==> src/hdl/upm_cfg.svh <==
// Timing counts, reset values and identity defaults for the UART pin mux block.
`ifndef UPM_CFG_SVH
`define UPM_CFG_SVH
`define UPM_CLK_MHZ           100
`define UPM_IDLE_US           3000
`define UPM_IDLE_CYC          (`UPM_IDLE_US * `UPM_CLK_MHZ)
`define UPM_LOWPWR_US         7000
`define UPM_LOWPWR_CYC        (`UPM_LOWPWR_US * `UPM_CLK_MHZ)
`define UPM_ACT_HALF_MS       50
`define UPM_ACT_HALF_CYC      (`UPM_ACT_HALF_MS * 1000 * `UPM_CLK_MHZ)
`define UPM_WAKE_US           5000
`define UPM_WAKE_CYC          (`UPM_WAKE_US * `UPM_CLK_MHZ)
`define UPM_VID_DEFAULT       16'h1234
`define UPM_PID_DEFAULT       16'h5678
`define UPM_FUNC_GPIO         2'h0
`define UPM_FUNC_ALT1         2'h1
`define UPM_FUNC_ALT2         2'h2
`define UPM_NUM_PINS          7
`define UPM_EP_COUNT          4
`define UPM_CONFIG_COUNT      1
`define UPM_IFACE_COUNT       1
`define UPM_ATTR_REMOTE_WAKE  8'hA0
`endif

==> src/hdl/upm_pkg.sv <==
// Types for the UART pin mux and suspend/wake block.
package upm_pkg;
    typedef enum logic [3:0] {
        UPM_ST_ACTIVE  = 4'h1,
        UPM_ST_ENTER   = 4'h2,
        UPM_ST_SUSPEND = 4'h4,
        UPM_ST_RESUME  = 4'h8
    } upm_pwr_type;
    typedef logic [1:0] upm_func_type;
endpackage

==> src/hdl/upm_pin_mux.sv <==
// Pin mux, USB suspend entry and remote wakeup for the UART bridge.
`timescale 1ns/1ps
`include "upm_cfg.svh"
// Contract
// - Pins reset to GPIO input with pull-up.
// - Pin eight toggles about 10 Hz during transmit.
// - Pin seven drives half-duplex driver enable.
// - Pin six drives programmable clock output.
// - Pin four is clear-to-send, low asserted.
// - Pin five is request-to-send or direction.
// - Pin two is data-set-ready, low asserted.
// - Pin three drives terminal-ready, low asserted.
// - Expose four endpoints, one config, one interface.
// - Report programmable vendor and product identifiers.
// - Begin suspend after 3 ms bus idle.
// - Reach low power within 7 ms.
// - Ring falling edge while suspended requests resume.
// - Attributes advertise remote wakeup by default.
// - Ring wakes only while still an input.
// - Receive activity wakes only if memory enables.
// - Bus state output high while suspended.
module upm_pin_mux
    import upm_pkg::*;
#(
    parameter int unsigned IDLE_CYC   = `UPM_IDLE_CYC,
    parameter int unsigned LOWPWR_CYC = `UPM_LOWPWR_CYC,
    parameter int unsigned ACT_CYC    = `UPM_ACT_HALF_CYC,
    parameter int unsigned WAKE_CYC   = `UPM_WAKE_CYC
)
(
    // Clock and reset.
    input  wire logic        i_core_clk,
    input  wire logic        i_reset,
    // Pin function selects and GPIO settings, pins two to eight.
    input  wire logic [13:0] i_func_sel,
    input  wire logic [6:0]  i_gpio_dir_out,
    input  wire logic [6:0]  i_gpio_val,
    // Core-side special function sources.
    input  wire logic        i_tx_busy,
    input  wire logic        i_half_duplex_tx,
    input  wire logic        i_clk_wave,
    input  wire logic        i_rts_assert,
    input  wire logic        i_dtr_assert,
    // Pads of pins two to eight.
    input  wire logic [6:0]  i_pad,
    output logic      [6:0]  o_pad_out,
    output logic      [6:0]  o_pad_oe,
    output logic      [6:0]  o_pull_up,
    // Decoded handshake inputs and GPIO readback.
    output logic             o_clear_to_send,
    output logic             o_data_set_ready,
    output logic      [6:0]  o_gpio_in,
    // USB side.
    input  wire logic        i_bus_activity,
    input  wire logic        i_remote_wake_enabled,
    input  wire logic        i_rx_pin,
    input  wire logic        i_ring_wake_in,
    input  wire logic        i_ring_is_input,
    input  wire logic        i_otp_rx_wake_en,
    input  wire logic [15:0] i_otp_vid,
    input  wire logic [15:0] i_otp_pid,
    input  wire logic        i_otp_id_valid,
    output logic      [15:0] o_vendor_id,
    output logic      [15:0] o_product_id,
    output logic      [7:0]  o_config_attr,
    output logic      [2:0]  o_ep_count,
    output logic             o_config_count,
    output logic             o_iface_count,
    output logic             o_suspending,
    output logic             o_low_power,
    output logic             o_resume_req,
    output logic             bus_state_out_a
);
    // Index of each pin in the packed vectors (pin two is bit 0).
    localparam int P_DSR = 0;
    localparam int P_DTR = 1;
    localparam int P_CTS = 2;
    localparam int P_RTS = 3;
    localparam int P_CLK = 4;
    localparam int P_HDX = 5;
    localparam int P_ACT = 6;

    // ==================================================================
    // Helpers
    // ==================================================================
    function automatic upm_func_type sel_of(input logic [13:0] s, input int p);
        sel_of = s[p*2 +: 2];
    endfunction

    typedef struct packed {
        upm_pwr_type  pwr;
        logic [31:0]  idle_cnt;
        logic [31:0]  lp_cnt;
        logic [31:0]  act_cnt;
        logic [31:0]  wake_cnt;
        logic         act_lvl;
        logic         low_power;
        logic         wake_armed;
        logic         ring_s1;
        logic         ring_s2;
        logic         ring_d;
        logic         rx_s1;
        logic         rx_s2;
        logic         rx_d;
        logic         act_s1;
        logic         act_s2;
        logic [15:0]  vid;
        logic [15:0]  pid;
        logic [6:0]   special_val;
    } upm_state_type;

    upm_state_type st_r;
    upm_state_type st_nxt;
    logic [6:0]    special_out;
    logic [6:0]    pad_sync;

    // ==================================================================
    // Special output selection
    // ==================================================================
    always_comb begin
        special_out        = '0;
        special_out[P_ACT] = (sel_of(i_func_sel, P_ACT) == `UPM_FUNC_ALT1);
        special_out[P_HDX] = (sel_of(i_func_sel, P_HDX) == `UPM_FUNC_ALT1);
        special_out[P_CLK] = (sel_of(i_func_sel, P_CLK) == `UPM_FUNC_ALT1);
        special_out[P_RTS] = (sel_of(i_func_sel, P_RTS) != `UPM_FUNC_GPIO);
        special_out[P_DTR] = (sel_of(i_func_sel, P_DTR) == `UPM_FUNC_ALT1);
    end

    genvar g;
    generate
        for (g = 0; g < `UPM_NUM_PINS; g++) begin : gen_pin
            upm_pin_cell u_cell (
                .i_core_clk     (i_core_clk),
                .i_reset        (i_reset),
                .i_special_out  (special_out[g]),
                .i_special_val  (st_r.special_val[g]),
                .i_gpio_dir_out (i_gpio_dir_out[g]),
                .i_gpio_val     (i_gpio_val[g]),
                .i_pad          (i_pad[g]),
                .o_pad_out      (o_pad_out[g]),
                .o_pad_oe       (o_pad_oe[g]),
                .o_pull_up      (o_pull_up[g]),
                .o_pad_sync     (pad_sync[g])
            );
        end
    endgenerate

    // ==================================================================
    // Next state
    // ==================================================================
    always_comb begin
        st_nxt         = st_r;
        st_nxt.ring_s1 = i_ring_wake_in;
        st_nxt.ring_s2 = st_r.ring_s1;
        st_nxt.ring_d  = st_r.ring_s2;
        st_nxt.rx_s1   = i_rx_pin;
        st_nxt.rx_s2   = st_r.rx_s1;
        st_nxt.rx_d    = st_r.rx_s2;
        st_nxt.act_s1  = i_bus_activity;
        st_nxt.act_s2  = st_r.act_s1;

        // Activity indicator: free-running half period while sending, idle high.
        if (i_tx_busy) begin
            if (st_r.act_cnt >= ACT_CYC - 1) begin
                st_nxt.act_cnt = '0;
                st_nxt.act_lvl = ~st_r.act_lvl;
            end else begin
                st_nxt.act_cnt = st_r.act_cnt + 32'h1;
            end
        end else begin
            st_nxt.act_cnt = '0;
            st_nxt.act_lvl = 1'b1;
        end

        st_nxt.special_val[P_ACT] = st_r.act_lvl;
        st_nxt.special_val[P_HDX] = i_half_duplex_tx;
        st_nxt.special_val[P_CLK] = i_clk_wave;
        // Alt2 on pin five is the automatic direction control, active high.
        if (sel_of(i_func_sel, P_RTS) == `UPM_FUNC_ALT2) begin
            st_nxt.special_val[P_RTS] = i_half_duplex_tx;
        end else begin
            st_nxt.special_val[P_RTS] = ~i_rts_assert;
        end
        st_nxt.special_val[P_DTR] = ~i_dtr_assert;
        st_nxt.special_val[P_DSR] = 1'b1;
        st_nxt.special_val[P_CTS] = 1'b1;

        // Identity fields replace the defaults once programmed.
        if (i_otp_id_valid) begin
            st_nxt.vid = i_otp_vid;
            st_nxt.pid = i_otp_pid;
        end

        // The host arms wakeup before suspending; latch it while active.
        if (st_r.pwr == UPM_ST_ACTIVE) begin
            st_nxt.wake_armed = i_remote_wake_enabled;
        end

        case (st_r.pwr)
            UPM_ST_ACTIVE: begin
                st_nxt.low_power = 1'b0;
                st_nxt.lp_cnt    = '0;
                if (st_r.act_s2) begin
                    st_nxt.idle_cnt = '0;
                end else if (st_r.idle_cnt >= IDLE_CYC - 1) begin
                    st_nxt.idle_cnt = '0;
                    st_nxt.pwr      = UPM_ST_ENTER;
                end else begin
                    st_nxt.idle_cnt = st_r.idle_cnt + 32'h1;
                end
            end
            UPM_ST_ENTER: begin
                // Power down at the end of the allowed window.
                if (st_r.act_s2) begin
                    st_nxt.pwr = UPM_ST_ACTIVE;
                end else if (st_r.lp_cnt >= LOWPWR_CYC - 1) begin
                    st_nxt.low_power = 1'b1;
                    st_nxt.pwr       = UPM_ST_SUSPEND;
                end else begin
                    st_nxt.lp_cnt = st_r.lp_cnt + 32'h1;
                end
            end
            UPM_ST_SUSPEND: begin
                st_nxt.wake_cnt = '0;
                if (st_r.act_s2) begin
                    st_nxt.pwr = UPM_ST_ACTIVE;
                end else if (st_r.wake_armed &&
                             ((st_r.ring_d & ~st_r.ring_s2 & i_ring_is_input) ||
                              (st_r.rx_d & ~st_r.rx_s2 & i_otp_rx_wake_en))) begin
                    st_nxt.pwr = UPM_ST_RESUME;
                end
            end
            UPM_ST_RESUME: begin
                if (st_r.wake_cnt >= WAKE_CYC - 1) begin
                    st_nxt.pwr = UPM_ST_ACTIVE;
                end else begin
                    st_nxt.wake_cnt = st_r.wake_cnt + 32'h1;
                end
            end
            default: begin
                st_nxt.pwr = UPM_ST_ACTIVE;
            end
        endcase

        if (i_reset) begin
            st_nxt             = '0;
            st_nxt.pwr         = UPM_ST_ACTIVE;
            st_nxt.act_lvl     = 1'b1;
            st_nxt.ring_s1     = 1'b1;
            st_nxt.ring_s2     = 1'b1;
            st_nxt.ring_d      = 1'b1;
            st_nxt.rx_s1       = 1'b1;
            st_nxt.rx_s2       = 1'b1;
            st_nxt.rx_d        = 1'b1;
            st_nxt.vid         = `UPM_VID_DEFAULT;
            st_nxt.pid         = `UPM_PID_DEFAULT;
            st_nxt.special_val = '1;
        end
    end

    always_ff @(posedge i_core_clk) begin
        st_r <= st_nxt;
    end

    // ==================================================================
    // Outputs
    // ==================================================================
    // Handshake inputs are active low; a GPIO selection reads deasserted.
    assign o_clear_to_send  = (sel_of(i_func_sel, P_CTS) == `UPM_FUNC_ALT1)
                              & ~pad_sync[P_CTS];
    assign o_data_set_ready = (sel_of(i_func_sel, P_DSR) == `UPM_FUNC_ALT1)
                              & ~pad_sync[P_DSR];
    assign o_gpio_in        = pad_sync;
    assign o_vendor_id      = st_r.vid;
    assign o_product_id     = st_r.pid;
    assign o_config_attr    = `UPM_ATTR_REMOTE_WAKE;
    assign o_ep_count       = 3'(`UPM_EP_COUNT);
    assign o_config_count   = 1'(`UPM_CONFIG_COUNT);
    assign o_iface_count    = 1'(`UPM_IFACE_COUNT);
    assign o_suspending     = (st_r.pwr == UPM_ST_ENTER);
    assign o_low_power      = st_r.low_power;
    assign o_resume_req     = (st_r.pwr == UPM_ST_RESUME);
    assign bus_state_out_a  = (st_r.pwr == UPM_ST_SUSPEND);
endmodule

==> src/hdl/upm_pin_cell.sv <==
// One multiplexed UART-side pin: GPIO or special output function.
`timescale 1ns/1ps
`include "upm_cfg.svh"
module upm_pin_cell
    import upm_pkg::*;
(
    // Clock and reset.
    input  wire logic i_core_clk,
    input  wire logic i_reset,
    // Configuration.
    input  wire logic i_special_out,
    input  wire logic i_special_val,
    input  wire logic i_gpio_dir_out,
    input  wire logic i_gpio_val,
    // Pad.
    input  wire logic i_pad,
    output logic      o_pad_out,
    output logic      o_pad_oe,
    output logic      o_pull_up,
    output logic      o_pad_sync
);
    typedef struct packed {
        logic out;
        logic oe;
        logic s1;
        logic s2;
    } upm_cell_type;
    upm_cell_type st_r;
    upm_cell_type st_nxt;
    always_comb begin
        st_nxt    = st_r;
        st_nxt.s1 = i_pad;
        st_nxt.s2 = st_r.s1;
        // A chosen special output overrides GPIO direction.
        if (i_special_out) begin
            st_nxt.oe  = 1'b1;
            st_nxt.out = i_special_val;
        end else begin
            st_nxt.oe  = i_gpio_dir_out;
            st_nxt.out = i_gpio_val;
        end
        if (i_reset) begin
            st_nxt = '0;
        end
    end
    always_ff @(posedge i_core_clk) begin
        st_r <= st_nxt;
    end
    assign o_pad_out  = st_r.out;
    assign o_pad_oe   = st_r.oe;
    assign o_pull_up  = ~st_r.oe;
    assign o_pad_sync = st_r.s2;
endmodule

==> config.mk <==
export PLATFORM = sky130hd
export DESIGN_NAME = upm_pin_mux
export DESIGN_NICKNAME = d
export VERILOG_FILES = /design/src/hdl/upm_pkg.sv /design/src/hdl/upm_pin_mux.sv /design/src/hdl/upm_pin_cell.sv
export VERILOG_INCLUDE_DIRS = /design/src /design/src/hdl
export SDC_FILE = /design/constraint.sdc
export NUM_CORES = 1
export LEC_CHECK = 0
export ABC_AREA = 0
export BUFFER_PORTS_ARGS = -buffer_cell sky130_fd_sc_hd__buf_2
export CAP_MARGIN = 10
export CORE_ASPECT_RATIO = 1.2
export CORE_MARGIN = 2
export CORE_UTILIZATION = 40
export DETAILED_ROUTE_END_ITERATION = 16
export SLEW_MARGIN = 10
export SYNTH_ARGS = -nofsm -noshare
export SYNTH_HDL_FRONTEND = slang
export SYNTH_HIERARCHICAL = 1
export SYNTH_SLANG_ARGS = --single-unit
==> constraint.sdc <==
create_clock -name i_core_clk -period 2.3 [get_ports i_core_clk]
set_input_delay 0.115 -clock i_core_clk [delete_from_list [all_inputs] [get_ports i_core_clk]]
set_output_delay 0.115 -clock i_core_clk [all_outputs]
set_load 0.01 [all_outputs]
==> summary.txt <==
Worst hold path
  • Class of the worst hold path: in2reg
  • Worst Hold End: st_r[3]
  • Hold path startpoint: i_func_sel[6]
  • Hold path depth: 3

Cells and area
  • Layout area overhead: 30.2%
  • Share of cells above drive strength 1: 22.6%
  • Final net count: 1236
  • N_diodes: 0

Placed design
  • Gpl congestion: 0.779
  • I/O Buffers: 146
  • Final HPWL DP: 11.7 mm

Setup path
  • CP max FO: 6
  • CP top delay family: simple AND/OR/NAND/NOR gates
  • Worst EP required: 2.72 ns
  • Setup crit end kind: flip-flop
  • Reg2reg start: st_r[59]
  • R2R setup slack: 0.08 ns
  • Critical path type: reg2reg
  • Slowest stage delay, CP: 0.54 ns
  • Critical path depth in cells: 7
  • Arr. time, crit path: 2.64 ns
  • Worst path slowest cell: or4_1
  • Buf/Inv on CP: 1
  • R2R cell count: 7
  • Worst R2R End: st_r[67]
  • Ordered cell list for the critical path: or4_1 > a21oi_1 > a211o_1 > nand4_1 > buf_6 > or3_4 > a21oi_2
  • CP startpoint kind: flip-flop

Die
  • Floorplan die area: 22300 µm²
  • Die Y: 163 µm
  • Core Region: 20800 µm²
  • IO Pins: 160
  • Starting Density: 40.5%
  • Horiz. Die Dim: 137 µm
  • FP Rows: 58

Outcome
  • Outcome: finished clean

Clock network
  • H-tree lvl count: 1
  • CTS root buffer: clkbuf_16
  • Worst-path clk slew: 0.06 ns
  • CTS Buffer Depth: 3
  • Num Clock Sinks: 208
  • CTS tree: built
  • Total CTS buffers: 21
  • Skew-Pair Late Insertion Delay: 0.50 ns

Timing
  • TNS Setup: 0 ns
  • Slew @ Worst Pin: 0.948 ns
  • Slew headroom: 36.7%
  • Final Hold Viols: 0
  • Max Slew Vio Count: 0
  • Max Clk Rate: 450 MHz
  • Crit path time final: 2.22 ns
  • Final setup vio count: 0
  • Max Clock Skew: 0.00777 ns
  • Fin crit share: 96.5%
  • Unrepaired setup endpoints after global routing: yes

Detailed routing
  • DR iter-0 viols: 286
  • Routed vias: 6923
  • DRT antenna net count: 0
  • Vias per inst: 4.83
  • Drc violations: 0
  • Final wirelength: 18.3 mm
  • DRT Pass-1 Iters: 4
  • Wire per inst: 12.8 µm

Yosys
  • Ys Warns: 6
  • Ys async rst share: 0%
  • Top-count cell post-synth: dfxtp_1
  • Main synth FF type: dfxtp_1
  • Post-synth EDFFs: 0
  • Syn_area_per_cell: 9.14 µm²
  • Synth cell types: 55
  • Largest area contributor in the netlist: dfxtp_1
  • Sequential share of the synthesized area: 49.3%
  • Post-synth top cells: dfxtp_1, nor2_1, nand2_1, and2_1, buf_4
  • Synth top area share: 49.3%
  • Syn Inst Count: 923
  • Yosys reg bits: 208
  • Cell area after synthesis: 8440 µm²
  • Top post-synthesis cells by area: dfxtp_1, nor2_1, buf_4

Global routing
  • Global-route wire length before repair: 30.8 mm
  • Global route total overflow: 0
  • Initial antenna violation count: 0
  • GRT Total Usage: 16.4%
  • Vias in the first global route: 6731
  • Largest net degree at the start of global routing: 57

Power and ir drop
  • Total chip power: 7.47 mW
  • Static Leak: 4.51 nW
  • VDD IR-drop max: 0.584 mV
  • Pwr Density: 680 nW/µm²

Flow run
  • Max-cap violations: 0
[how the worst max path moves through the flow]
stage / slack (ns) / to / from
after CTS: 0.001 / st_r[67] / st_r[179]
after detailed placement: 0.02 / st_r[60] / st_r[179]
final: 0.08 / st_r[67] / st_r[59]
after global placement: 0.08 / st_r[67] / st_r[179]
after floorplan: 0.05 / st_r[66] / st_r[179]
after global routing: -0.05 / st_r[67] / st_r[178]
[layer usage]
| metal | share of wire (%) | GRT usage (%) | routed length, µm |
|---|---|---|---|
| met1 | 45 | 20.5 | 8330 |
| met3 | 5.3 | 3.26 | 973 |
| met2 | 47 | 27.9 | 8530 |
| met4 | 2.7 | 5.78 | 486 |
| met5 | 0 | 0 | 0 |
[cells in the final DEF (no fill, tap or decap), drive strengths merged, types with 10 or more instances in the layout]
cell type / netlist / routed
xor2: 25 / 25
nand4: 21 / 21
nor4: 19 / 19
xnor2: 14 / 14
clkbuf: 28 / 32
o21ai: 34 / 34
buf: 52 / 185
o31ai: 10 / 10
dfxtp: 208 / 208
or2: 15 / 15
and2: 50 / 50
mux2i: 26 / 26
a21oi: 30 / 30
o211ai: 11 / 11
a211o: 16 / 16
nor3: 15 / 15
nand2: 68 / 68
nor2b: 36 / 36
or4: 16 / 16
nor2: 98 / 98
or3: 15 / 15
conb: 2 / 28
nand3: 40 / 40
inv: 20 / 21
dlygate4sd3: 0 / 74
[power by group]
part / internal [mW] / total, mW / switching, mW
combinational: 0.279 / 0.515 / 0.236
sequential: 3.69 / 3.73 / 0.0389
clock: 1.87 / 3.22 / 1.35
[per-stage QoR]
stage / cells / utilization (%) / hold slack [ns] / instance area, µm² / setup slack, ns
after floorplan: 949 / - / 0.187 / 8540 / 0.0491
after global placement: 1315 / 45.1 / 0.284 / 9390 / 0.0845
after detailed placement: 1315 / 45.1 / 0.291 / 9390 / 0.0161
after CTS: 1425 / 51.8 / 0.00668 / 10800 / 0.00120
after global routing: 1434 / 52.8 / 0.0517 / 11000 / -0.0496
final: 1434 / 52.8 / 0.0251 / 11000 / 0.0797
[cell type report]
| cell class | count | area, µm² |
|---|---|---|
| clock inverters | 4 | 23.8 |
| clock buffers | 32 | 627 |
| repair buffers | 259 | 1800 |
| well taps | 270 | 338 |
| fillers | 1920 | 9840 |
| flip-flops and latches | 208 | 4170 |
| inverters | 20 | 75.1 |
| multi-input cells | 641 | 3950 |
[tightest hold or removal path, delay by kind of cell]
kind,cells,cell delay (ns)
AND/OR/NAND/NOR,1,0.14
AO/OA/AOI/OAI,1,0.13
buffers and inverters,1,0.10
[state kept, by name, summed over array words and instances (netlist names)]
register / cells
gen_pin.u_cell/o_pad_sync: 7
o_low_power: 1
gen_pin.u_cell/o_pad_out: 7
o_vendor_id: 16
gen_pin.u_cell/o_pad_oe: 7
gen_pin.u_cell/st_r: 7
o_product_id: 16
st_r: 147
[kinds of logic after synthesis]
group,after synthesis,synth area share (%)
xor gates and xnor gates,39,4.05
muxes,26,3.08
AOI/OAI and AO/OA,123,9.96
other,2,0.0890
buffers and inverters,100,6.48
and+or+nand+nor,421,26.4
adders and majority gates,4,0.593
DFF,208,49.3
[repair_timing]
item,4_1_cts,5_1_grt
setup buffers,0,7
hold endpoints to repair,66,0
setup endpoints to repair,0,19
hold buffers,74,0
gates resized for setup,0,34
Note: power is estimated with default switching activity, not from simulation.
